--- src/hw/stop_seq_pkg.sv ---
/*
  Package for the drive stop and brake sequencer: register offsets,
  field positions, reset values, encodings and timing counts.
  Assumes a 40 MHz system clock and an APB register bus.
*/
package stop_seq_pkg;
   // Clock
   localparam int CLOCK_HZ = 40_000_000;
   // Register byte offsets
   localparam logic [7:0] CTRL_OFFS = 8'h00;
   localparam logic [7:0] CONFIG_OFFS = 8'h04;
   localparam logic [7:0] VTHRESH_OFFS = 8'h08;
   localparam logic [7:0] TIMEOUT_OFFS = 8'h0C;
   localparam logic [7:0] STATUS_OFFS = 8'h10;
   localparam logic [7:0] FAULT_OFFS = 8'h14;
   // Control register bits
   localparam int CTRL_SOFTWARE_ENABLE = 0;
   localparam int CTRL_FAULT_CLEAR = 1;
   // Configuration register fields
   localparam int CFG_DISMODE_LSB = 0;
   localparam int CFG_BRAKEIMM = 2;
   localparam int CFG_UVMODE = 3;
   localparam int CFG_FCLASS_LSB = 4;
   // Modes and classes
   localparam logic [1:0] DISMODE_IMMEDIATE = 2'h0;
   localparam logic [1:0] DISMODE_CONTROLLED = 2'h2;
   localparam logic [1:0] FCLASS_DISABLE = 2'h0;
   localparam logic [1:0] FCLASS_DYNBRAKE = 2'h1;
   localparam logic [1:0] FCLASS_CONTROLLED = 2'h2;
   // Reset values: immediate disable, undervoltage mode 1
   localparam logic [31:0] CONFIG_RESET = 32'h0000_0008;
   localparam logic [15:0] VTHRESH_RESET = 16'h0064;
   // Stop timeout default, in milliseconds, and its cycle count
   localparam int STOP_TIMEOUT_MS = 100;
   localparam logic [31:0] STOP_TIMEOUT_CYCLES = 32'(CLOCK_HZ / 1000 * STOP_TIMEOUT_MS);
   // Fault and warning bits
   localparam int FLT_UNDERVOLT = 0;
   localparam int FLT_TORQUE_OFF = 1;
   localparam int FLT_EXTERNAL = 2;
   localparam int WRN_UNDERVOLT = 3;
   // Codes reported alongside (arbitrary values)
   localparam logic [7:0] UNDERVOLTAGE_FAULT_CODE = 8'h11;
   localparam logic [7:0] UNDERVOLTAGE_WARNING_CODE = 8'h12;
   localparam logic [7:0] TORQUE_OFF_FAULT_CODE = 8'h21;
endpackage : stop_seq_pkg

--- src/hw/stop_timer.sv ---
/*
  Stop completion detector: counts cycles while a stop procedure runs
  and flags completion on velocity below threshold or on timeout.
  Assumes velocity magnitude is sampled every cycle.
*/
`timescale 1ns/100ps
`default_nettype none
module stop_timer #(
   parameter int VEL_W = 16
) (
   // Clock and reset
   input wire logic clock,
   input wire logic rst_n,
   // Control
   input wire logic running,
   input wire logic [VEL_W-1:0] velocity,
   input wire logic [VEL_W-1:0] threshold,
   input wire logic [31:0] timeout_cycles,
   // Result
   output logic done
);
   typedef struct packed {
      logic [31:0] count; // Cycles spent in this stop
      logic done;         // Completion flag
   } state_t;
   state_t cur_ff, nxt_ff;

   // Compare every cycle, clear the count whenever no stop runs
   always_comb begin
      nxt_ff = cur_ff;
      if (!running) begin
         nxt_ff.count = 32'h0000_0000;
         nxt_ff.done = 1'b0;
      end else begin
         nxt_ff.count = cur_ff.count + 32'h0000_0001;
         // Whichever comes first ends the stop
         if (velocity < threshold || cur_ff.count >= timeout_cycles) begin
            nxt_ff.done = 1'b1;
         end
      end
   end

   // State register
   always_ff @(posedge clock or negedge rst_n) begin
      if (!rst_n) begin
         cur_ff <= '0;
      end else begin
         cur_ff <= nxt_ff;
      end
   end

   assign done = cur_ff.done;
endmodule // stop_timer
`default_nettype wire

--- src/hw/stop_brake_seq.sv ---
/*
  Drive stop and holding brake sequencer with an APB register file.
  Assumes synchronous inputs, 40 MHz clock, and velocity magnitude input.
*/
// Operation
// - Drive inactive always engages holding brake
// - Brake on low velocity or timeout
// - Brake-immediate brakes at once after fault
// - Undervoltage mode 0 always faults
// - Mode 1: warn disabled, fault enabled
// - Torque-off missing at enable raises fault
// - Hardware disable removes power at once
// - Immediate software disable removes power now
// - Mode 2 decelerates before disabling
// - Stop input: decelerate, disable, brake
// - Faults use their configured shutdown class
// - Stops beat starts; category 0 wins
// - Category 1 keeps power until done
// - Emergency stop overrides; clearing never restarts
// - Torque-off removal coasts and faults
`timescale 1ns/100ps
`default_nettype none
module stop_brake_seq #(
   parameter int VEL_W = 16,
   parameter logic [31:0] STOP_TIMEOUT_DEFAULT = stop_seq_pkg::STOP_TIMEOUT_CYCLES
) (
   // Clock and reset
   input wire logic clock,
   input wire logic rst_n,
   // APB slave
   input wire logic psel,
   input wire logic penable,
   input wire logic pwrite,
   input wire logic [7:0] paddr,
   input wire logic [31:0] pwdata,
   output logic [31:0] prdata,
   output logic pready,
   output logic pslverr,
   // Enables and stop requests
   input wire logic hw_enable,
   input wire logic safe_torque_off_input,
   input wire logic stop_input,
   input wire logic estop,
   input wire logic undervoltage,
   input wire logic ext_fault,
   input wire logic [VEL_W-1:0] velocity,
   // Power stage and brake
   output logic power_enable,
   output logic decel_cmd,
   output logic dyn_brake,
   output logic brake_engage,
   output logic drive_active
);
   // Sequencer states, Gray coded along run -> decel -> off
   typedef enum logic [2:0] {
      ST_IDLE = 3'b000,
      ST_RUN = 3'b001,
      ST_DECEL = 3'b011,
      ST_OFF = 3'b010,
      ST_DYNB = 3'b110
   } seq_t;

   // Whole state of the sequencer, registered in one place
   typedef struct packed {
      seq_t st;
      logic software_enable;        // Software enable bit
      logic [31:0] cfg;       // Configuration register
      logic [VEL_W-1:0] vth;  // Stop velocity threshold
      logic [31:0] tmo;       // Stop timeout in cycles
      logic [3:0] flt;        // Sticky fault and warning bits
      logic brake;            // Holding brake command
      logic hw_en_d;          // Previous hardware enable
      logic estop_latched;    // Emergency stop seen, blocks restart
      logic [31:0] rdata;
      logic ready;
      logic err;
      logic power;
      logic decel;
      logic dynb;
      logic active;
   } state_t;
   state_t cur_ff, nxt_ff;

   logic stop_done;
   logic stopping;

   // Unmapped offsets answer with an error and no side effect
   // Register address decode
   function automatic logic known_addr(input logic [7:0] a);
      known_addr = (a == stop_seq_pkg::CTRL_OFFS) || (a == stop_seq_pkg::CONFIG_OFFS) ||
         (a == stop_seq_pkg::VTHRESH_OFFS) || (a == stop_seq_pkg::TIMEOUT_OFFS) ||
         (a == stop_seq_pkg::STATUS_OFFS) || (a == stop_seq_pkg::FAULT_OFFS);
   endfunction

   // Stop timer runs while power is off or decelerating without brake
   assign stopping = (cur_ff.st == ST_DECEL) || (cur_ff.st == ST_DYNB) ||
      ((cur_ff.st == ST_OFF) && !cur_ff.brake);

   // Limitation: the timeout counts clock cycles, so software scales it to the clock
   stop_timer #(
      .VEL_W(VEL_W)
   ) u_timer (
      .clock(clock),
      .rst_n(rst_n),
      .running(stopping),
      .velocity(velocity),
      .threshold(cur_ff.vth),
      .timeout_cycles(cur_ff.tmo),
      .done(stop_done)
   );

   // Fault class selectors, declared ahead of the sequencer that decodes them
   localparam logic [1:0] FCLASS_DYNBRAKE_SEL = stop_seq_pkg::FCLASS_DYNBRAKE;
   localparam logic [1:0] FCLASS_CONTROLLED_SEL = stop_seq_pkg::FCLASS_CONTROLLED;

   // Next state: bus, faults and sequencing
   always_comb begin
      logic [1:0] dismode;
      logic [1:0] fclass;
      logic brakeimm;
      logic uvmode;
      logic access;
      logic wr;
      logic new_fault;
      logic cat0;
      logic want_run;
      nxt_ff = cur_ff;
      // Everything holds unless a branch below moves it
      cat0 = 1'b0;
      want_run = 1'b0;
      dismode = cur_ff.cfg[stop_seq_pkg::CFG_DISMODE_LSB +: 2];
      fclass = cur_ff.cfg[stop_seq_pkg::CFG_FCLASS_LSB +: 2];
      brakeimm = cur_ff.cfg[stop_seq_pkg::CFG_BRAKEIMM];
      uvmode = cur_ff.cfg[stop_seq_pkg::CFG_UVMODE];
      access = psel && penable && !cur_ff.ready;
      wr = access && pwrite;
      new_fault = 1'b0;
      // One wait state: ready is a registered pulse, so a held access is taken once
      nxt_ff.ready = access;
      nxt_ff.err = access && !known_addr(paddr);
      // Delayed enable finds the rising edge for the torque-off check
      nxt_ff.hw_en_d = hw_enable;
      // Register writes; fault clear acts before new events so sets win
      if (wr) begin
         unique case (paddr)
            stop_seq_pkg::CTRL_OFFS: begin
               nxt_ff.software_enable = pwdata[stop_seq_pkg::CTRL_SOFTWARE_ENABLE];
               if (pwdata[stop_seq_pkg::CTRL_FAULT_CLEAR]) begin
                  nxt_ff.flt = 4'h0;
               end
            end
            stop_seq_pkg::CONFIG_OFFS: nxt_ff.cfg = {24'h00_0000, pwdata[7:0]};
            stop_seq_pkg::VTHRESH_OFFS: nxt_ff.vth = pwdata[VEL_W-1:0];
            stop_seq_pkg::TIMEOUT_OFFS: nxt_ff.tmo = pwdata;
            default: ;
         endcase
      end
      // Read data stands for one cycle with pready and is zero otherwise
      // Read data
      nxt_ff.rdata = 32'h0000_0000;
      if (access && !pwrite) begin
         unique case (paddr)
            stop_seq_pkg::CTRL_OFFS: nxt_ff.rdata = {31'h0, cur_ff.software_enable};
            stop_seq_pkg::CONFIG_OFFS: nxt_ff.rdata = cur_ff.cfg;
            stop_seq_pkg::VTHRESH_OFFS: nxt_ff.rdata = 32'(cur_ff.vth);
            stop_seq_pkg::TIMEOUT_OFFS: nxt_ff.rdata = cur_ff.tmo;
            stop_seq_pkg::STATUS_OFFS: nxt_ff.rdata = {24'h00_0000, cur_ff.estop_latched,
               cur_ff.brake, cur_ff.active, cur_ff.st, 2'h0} | 32'(cur_ff.dynb);
            stop_seq_pkg::FAULT_OFFS: nxt_ff.rdata = {28'h000_0000, cur_ff.flt};
            default: ;
         endcase
      end
      // Mode 1 only faults once the drive is, or is being, enabled
      // Undervoltage policy
      if (undervoltage) begin
         if (!uvmode) begin
            nxt_ff.flt[stop_seq_pkg::FLT_UNDERVOLT] = 1'b1;
            new_fault = 1'b1;
         end else if (cur_ff.active || (hw_enable && cur_ff.software_enable)) begin
            nxt_ff.flt[stop_seq_pkg::FLT_UNDERVOLT] = 1'b1;
            new_fault = 1'b1;
         end else begin
            nxt_ff.flt[stop_seq_pkg::WRN_UNDERVOLT] = 1'b1;
         end
      end
      // Torque-off missing at enable edge or lost while running
      if ((hw_enable && !cur_ff.hw_en_d && !safe_torque_off_input) ||
         (cur_ff.power && !safe_torque_off_input)) begin
         nxt_ff.flt[stop_seq_pkg::FLT_TORQUE_OFF] = 1'b1;
         new_fault = 1'b1;
      end
      // External fault is a one-cycle event; the sticky bit remembers it
      if (ext_fault) begin
         nxt_ff.flt[stop_seq_pkg::FLT_EXTERNAL] = 1'b1;
         new_fault = 1'b1;
      end
      // Trade-off: the latch costs a software step, but no release restarts the axis
      // Emergency stop latches until software drops its enable
      if (estop) begin
         nxt_ff.estop_latched = 1'b1;
      end else if (!cur_ff.software_enable) begin
         nxt_ff.estop_latched = 1'b0;
      end
      // Uncontrolled stop sources take priority over controlled ones
      cat0 = estop || !hw_enable || !safe_torque_off_input;
      want_run = hw_enable && cur_ff.software_enable && safe_torque_off_input && !estop &&
         !cur_ff.estop_latched && (cur_ff.flt[2:0] == 3'h0) && !stop_input && !undervoltage;
      // A fault raised in this cycle blocks a start in the same cycle
      // Sequencer
      unique case (cur_ff.st)
         // Standing states: brake once the stop completes, start when allowed
         ST_IDLE, ST_OFF: begin
            if (stop_done) begin
               nxt_ff.brake = 1'b1;
            end
            if (want_run && !cat0 && !new_fault) begin
               nxt_ff.st = ST_RUN;
            end else if (cur_ff.st == ST_IDLE) begin
               nxt_ff.st = ST_IDLE;
            end
         end
         // Moving states: uncontrolled stops first, then faults, then requests
         ST_RUN, ST_DECEL, ST_DYNB: begin
            if (cat0) begin
               nxt_ff.st = ST_OFF;
               nxt_ff.brake = nxt_ff.brake | brakeimm;
            end else if (new_fault) begin
               unique case (fclass)
                  FCLASS_DYNBRAKE_SEL: nxt_ff.st = ST_DYNB;
                  FCLASS_CONTROLLED_SEL: nxt_ff.st = ST_DECEL;
                  default: nxt_ff.st = ST_OFF;
               endcase
               if (brakeimm) begin
                  nxt_ff.st = ST_OFF;
                  nxt_ff.brake = 1'b1;
               end
            end else if (cur_ff.st == ST_RUN) begin
               if (stop_input) begin
                  nxt_ff.st = ST_DECEL;
               end else if (!cur_ff.software_enable) begin
                  if (dismode == stop_seq_pkg::DISMODE_CONTROLLED) begin
                     nxt_ff.st = ST_DECEL;
                  end else begin
                     nxt_ff.st = ST_OFF;
                  end
               end
            end else if (stop_done) begin
               // Power removed only once deceleration completes
               nxt_ff.st = ST_OFF;
               nxt_ff.brake = 1'b1;
            end
         end
         // Illegal code: fall to the safe powered-off state
         default: nxt_ff.st = ST_OFF;
      endcase
      // Running releases the brake; other states keep it as it is, except ST_IDLE, which sets it below
      if (nxt_ff.st == ST_RUN) begin
         nxt_ff.brake = 1'b0;
      end
      // Registered outputs follow the next state so they change together
      nxt_ff.power = (nxt_ff.st == ST_RUN) || (nxt_ff.st == ST_DECEL);
      nxt_ff.decel = (nxt_ff.st == ST_DECEL);
      nxt_ff.dynb = (nxt_ff.st == ST_DYNB);
      nxt_ff.active = (nxt_ff.st == ST_RUN);
      // Stops that end in a standing state reach the brake through the timer
      // Losing the active indication sets the brake here only if the next state is not ST_DECEL, ST_DYNB or ST_OFF
      if (cur_ff.active && !nxt_ff.active && nxt_ff.st != ST_DECEL && nxt_ff.st != ST_DYNB &&
         nxt_ff.st != ST_OFF) begin
         nxt_ff.brake = 1'b1;
      end
      // Idle always holds the brake
      if (nxt_ff.st == ST_IDLE) begin
         nxt_ff.brake = 1'b1;
      end
   end

   // State register
   always_ff @(posedge clock or negedge rst_n) begin
      if (!rst_n) begin
         // Brake engaged and power off is the only safe state out of reset
         cur_ff <= '{st: ST_IDLE, software_enable: 1'b0, cfg: stop_seq_pkg::CONFIG_RESET,
            vth: stop_seq_pkg::VTHRESH_RESET[VEL_W-1:0], tmo: STOP_TIMEOUT_DEFAULT,
            flt: 4'h0, brake: 1'b1, hw_en_d: 1'b0, estop_latched: 1'b0,
            rdata: 32'h0000_0000, ready: 1'b0, err: 1'b0, power: 1'b0, decel: 1'b0,
            dynb: 1'b0, active: 1'b0};
      end else begin
         cur_ff <= nxt_ff;
      end
   end

   // Brake output is a level: the far side holds the brake while it is high
   // Outputs straight from flip-flops
   assign prdata = cur_ff.rdata;
   assign pready = cur_ff.ready;
   assign pslverr = cur_ff.err;
   assign power_enable = cur_ff.power;
   assign decel_cmd = cur_ff.decel;
   assign dyn_brake = cur_ff.dynb;
   assign brake_engage = cur_ff.brake;
   assign drive_active = cur_ff.active;
endmodule // stop_brake_seq
`default_nettype wire

--- config.mk ---
export PLATFORM = sky130hd
export DESIGN_NAME = stop_brake_seq
export DESIGN_NICKNAME = d
export VERILOG_FILES = /design/src/hw/stop_seq_pkg.sv /design/src/hw/stop_timer.sv /design/src/hw/stop_brake_seq.sv
export SDC_FILE = /design/constraint.sdc
export NUM_CORES = 1
export LEC_CHECK = 0
export BUFFER_PORTS_ARGS = -buffer_cell sky130_fd_sc_hd__buf_2
export CORE_MARGIN = 3
export CORE_UTILIZATION = 40
export CTS_BUF_LIST = sky130_fd_sc_hd__clkbuf_2
export CTS_CLUSTER_SIZE = 16
export DETAILED_ROUTE_END_ITERATION = 7
export GPL_ROUTABILITY_DRIVEN = 0
export HOLD_SLACK_MARGIN = 0.12
export SLEW_MARGIN = 20
export SYNTH_ARGS = -nofsm -noshare
export SYNTH_HDL_FRONTEND = slang
export SYNTH_SLANG_ARGS = --single-unit
--- constraint.sdc ---
create_clock -name clock -period 3.1 [get_ports clock]
set_input_delay 0.155 -clock clock [delete_from_list [all_inputs] [get_ports clock]]
set_output_delay 0.155 -clock clock [all_outputs]
set_load 0.03 [all_outputs]
After elaboration in Yosys (flattened, before gate mapping)
Cells that the tools add are included.
- output and inout port bits: 39
- bits in registers: 138
- add/sub/neg operators: 1
- bitwise logic cells: 2
- reduce and logical (&&, ||, !) cells: 69
- equality and inequality tests: 22
- mux-type cells: 43
- magnitude comparators: 2
- operator list (kind ; count):
    $pmux W32 S6 ; 1
    $mux W33 ; 1
    $add A32 B1 Y32 const B ; 1
    $ge A32 B32 Y1 ; 1
    $mux W32 ; 1
    $mux W3 ; 9
    $mux W1 ; 25
    $logic_and A1 B1 Y1 ; 22
    $eq A8 B4 Y1 const B ; 2
    $eq A8 B5 Y1 const B ; 2
    $lt A16 B16 Y1 ; 1
    $logic_not A1 Y1 ; 14
    $ne A7 B7 Y1 const B ; 2
    $logic_or A1 B1 Y1 ; 13
    $mux W4 ; 3
    $pmux W3 S2 ; 2
    $reduce_bool A2 Y1 ; 6
    $eq A3 B2 Y1 const B ; 3
    $logic_not A3 Y1 ; 3
    $reduce_and A3 Y1 ; 3
    $eq A8 B3 Y1 const B ; 1
    $logic_not A8 Y1 ; 1
    $or A8 B1 Y8 ; 1
    $reduce_and A2 Y1 ; 4
    12 further kinds ; 17

Depth between registers and ports, before layout
- word-level depth: 19
- mapped depth: 8
- depth with buffers taken out: 8

Cells and area by module
Synthesis repeated with hierarchy kept, for this count alone.
- cells, all modules: 685
- area total of the unflattened synthesis: 7415.9 µm²
- modules (own cells, without submodules) (module ; area each (µm²) ; times used ; cells each):
    stop_brake_seq ; 4541.9 ; 1 ; 356
    stop_timer ; 2874.0 ; 1 ; 329

Worst setup path before layout
OpenSTA, ideal clock, no wires.
- path type: register -> register
- start point: register cur_ff[66] (netlist bit)
- end point: register u_timer.cur_ff (netlist bit u_timer.done)
- clock period less this slack: 2.184 ns
- setup slack: 0.916 ns
- library setup time: 0.126 ns
- cell stages (with the launch flop): 8
- arrival: 2.058 ns
- required time: 2.974 ns
- path through: dfstp_2 > inv_1 > ha_1 > a21o_1 > a221o_1 > a2111oi_0 > a21oi_1 > a311o_1
- word-level cells in the longest chain between the ends: 3
- ends and longest elaborated chain (item ; line ; source):
    from (decl) ; stop_brake_seq.sv:82 ; state_t cur_ff, nxt_ff;
    from (signal assigned) ; stop_brake_seq.sv:281 ; cur_ff <= '{st: ST_IDLE, software_enable: 1'b0, cfg: stop_seq_pkg::CONFIG_RESET,
    from (signal assigned) ; stop_brake_seq.sv:287 ; cur_ff <= nxt_ff;
    $ge A32 B32 Y1 ; stop_timer.sv:37 ; if (velocity < threshold || cur_ff.count >= timeout_cycles) begin
    $logic_or A1 B1 Y1 ; stop_timer.sv:37 ;
    $ne A2 B2 Y1 (no line) ; n/a ;
    to (signal assigned) ; stop_timer.sv:48 ; cur_ff <= nxt_ff;
    to (decl) ; stop_timer.sv:26 ; state_t cur_ff, nxt_ff;
Every way passes these cells.
A chain may end at the register's enable or synchronous reset.

==> impl_metrics.tcl <==
set metrics [dict create \
    synth_cells 684 \
    initial_core_util_pct 41.5 \
    slowest_delay_ns 0.62 \
    synthTopCellsByArea "dfrtp_1 (43%), ha_1 (8.2%), mux2_4 (6.2%)" \
    critPathRequiredTime_ns 3.72 \
    crit_type "in -> reg" \
    synth_top_family_by_area "simple AND/OR/NAND/NOR gates" \
    ioPinCount 106 \
    slew_headroom_pct 38.8 \
    ctsRootBufferMaster "clkbuf_2" \
    worst_path_max_delay_cell "dlygate4sd3_1" \
    routed_wl_mm 17.4 \
    worst_slew_pin_slew_ns 0.918 \
    finalHoldViolations 0 \
    syn_nets 799 \
    slew_violations 0 \
    yosysMostFrequentCell "dfrtp_1" \
    r2r_slack_ns 0.28 \
    cp_num_cells 12 \
    maxCapViolCount 0 \
    hold_path_depth 3 \
    cts_buffer_depth 2 \
    worst-path-buf-inv 6 \
    fin_nets 970 \
    grt_max_degree 114 \
    synth-xor-area-share_pct 3.49 \
    design.die.area_mm2 0.0199 \
    synth_edf_count 0 \
    worst_ep_arrival_time_ns 3.68 \
    dp_hpwl_mm 12.2 \
    rr_worst_depth 8 \
    synthFlopType "dfrtp_1" \
    coreArea_mm2 0.0175 \
    cts_buffers 17 \
    die_w_um 141 \
    yosysTopAreaCell "dfrtp_1" \
    grt_pass1_vias 5762 \
    area_delta_synth_final_pct 23.4 \
    synth_cell_type_count 58 \
    num_rows 48 \
    synthMuxAreaShare_pct 8.17 \
    grt_use_total_pct 18.1 \
    cp-start-kind "input pin" \
    p_total_mw 3.18 \
    detail_route.iter0.violations 343 \
    clock-sinks 138 \
    ys_top_cells_by_count "dfrtp_1 (126), nor2_1 (60), inv_1 (57)" \
    wl_per_cell_um 15.9 \
    htree_levels 4 \
    timing.rr.start "pready" \
    ys_ff_latch 138 \
    synth.top_cell.area_share_pct 43.3 \
    cellLeakagePower_nw 4.26 \
    endpoint_kind "flop" \
    period_needed_ns 3.06 \
    gr-total-overflow 0 \
    cts_setup_buffers 0 \
    grt_first_pass_wirelength_mm 28.8 \
    synth_area_per_cell_um2 10.7 \
    die_y_um 141 \
    insertion_delay_ns 0.71 \
    dp_cells 969 \
    crit_end "cur_ff[44]" \
    drt_first_pass_iters 7 \
    fillers 1600 \
    antenna_left 0 \
    synthAdderAreaFrac_pct 8.24 \
    synth_compound_area_share_pct 10.1 \
    post-route-drc-count 0 \
    cts_tree "yes" \
    drive_gt1_share_pct 24.2 \
    skew_ns 0.0400 \
    cpMostUsedCell "dlygate4sd3_1" \
    yosys_warnings 0 \
    stdcell_count 1094 \
    clk_pin_slew_ns 0.23 \
    crit_path_max_fanout 4 \
    period_share_pct 98.8 \
    syn_area_mm2 0.00729 \
    routed-via-count 5587 \
    critical-path-top-delay-family "buffers and inverters" \
    yosys.area_share.simple_pct 14.5 \
    startpoint "penable" \
    grt_setup_unrepaired "no" \
    power.density_mw_per_mm2 354 \
    avgViaCountPerCell 5.11 \
    yosysSeqAreaShare_pct 47.6 \
    antenna_found_initial 1 \
    irDropWorstVdd_v 0.000332 \
    setup_viol 0 \
    reg2reg_to "cur_ff[44]" \
    outcome "finished clean" \
    port_buffers 105 \
    fmax_ghz 0.327 \
    async_reset_ff_share_pct 100 \
    hp-class "in -> reg" \
    path_cells "dlygate4sd3_1, buf_2, nand2_1, dlygate4sd3_1, or2_2, inv_2, nand2_1, nor4b_2, dlygate4sd3_1, nand2_1, a32o_1, dlygate4sd3_1" \
    setup_tns_ns 0 \
]
==> through the flow <==
step | util (%) | cell area, um^2 | setup WS (ns) | hold slack [ns]
floorplan | - | 7290 | 0.916 | -0.141
global placement | 44.5 | 7800 | 0.743 | 0.305
detailed placement | 44.5 | 7800 | 0.685 | 0.307
CTS | 50.6 | 8870 | 0.0306 | 0.123
global route | 51.3 | 8990 | 0.0152 | 0.122
finish | 51.3 | 8990 | 0.0381 | 0.224
==> worst register-to-register path, delay by kind of cell (launching register included) <==
| family | cells | cell delay, ns |
|---|---|---|
| buffers and inverters | 3 | 1.29 |
| and+or+nand+nor | 4 | 0.80 |
| DFF | 1 | 0.42 |
| AOI/OAI and AO/OA | 1 | 0.23 |
==> placed cells by master (no fill, tap or decap), drive strengths merged, types with 4 or more instances in the layout <==
master       synthesis  layout
a21oi               28      28
and3                22      22
and4                 5       5
buf                 41     112
dfstp               12      12
nand2               45      45
nand4               15      15
xnor2               14      14
o21ai               29      29
nand3               18      18
clkinv               0       5
nand2b               5       5
a222oi               7       7
nor2b                5       5
inv                 57      61
a21o                10      10
and2                 4       4
clkbuf              12      18
dfrtp              126     126
dlygate4sd3          0      91
a22oi               11      11
clkinvlp             0       4
mux2                42      42
nor3                 9       9
xor2                15      15
nor2                60      60
ha                  48      48
==> registers in the layout, summed over array words and instances (netlist names) <==
| name | flops |
|---|---|
| pslverr | 1 |
| cur_ff | 66 |
| brake_engage | 1 |
| pready | 1 |
| u_timer.done | 1 |
| prdata | 32 |
| u_timer.cur_ff | 32 |
| power_enable | 1 |
| dyn_brake | 1 |
| drive_active | 1 |
| decel_cmd | 1 |
==> logic make-up after synthesis <==
kind of cell / after synthesis
compound gates: 112
xor+xnor: 29
fa+ha+maj: 48
buf+inv: 110
flops: 138
mux: 43
simple gates: 204
==> repair_timing <==
| item | 4_1_cts | 5_1_grt |
|---|---|---|
| hold buffers | 82 | 10 |
| gates resized for setup | 0 | 4 |
| setup endpoints to repair | 0 | 11 |
| hold endpoints to repair | 217 | 19 |
==> cell type report <==
type                       count  area (um^2)  area share (%)
timing repair buffer         205         1520            16.9
clock inverter                15          164            1.82
tap                          225          282            3.13
sequential                   138         3470            38.6
inverter                      57          214            2.38
clock buffer                  17         85.1           0.947
antenna                        1         2.50          0.0278
multi-input combinational    436         3250            36.2
==> per-layer routing <==
metal,track usage (%),vias up,share of wire (%)
met5,0,-,0
met4,5.15,0,1.2
met3,4.10,16,4.9
met2,29.5,134,47
met1,24.2,2738,47
li1,-,2699,-
==> worst min path at each step <==
stage | to | startpoint | slack, ns
after floorplan | cur_ff[100] | rst_n | -0.14
final | cur_ff[68] | pwdata[23] | 0.22
after global placement | cur_ff[39] | hw_enable | 0.30
after CTS | prdata[10] | rst_n | 0.12
after global routing | cur_ff[64] | pwdata[19] | 0.12
after detailed placement | cur_ff[39] | hw_enable | 0.31
==> where the power goes <==
group / switching [mW] / internal (mW)
sequential: 0.0123 / 1.82
combinational: 0.118 / 0.125
clock: 0.721 / 0.381
total: 0.852 / 2.33
Power figures use the tool's default switching activity.
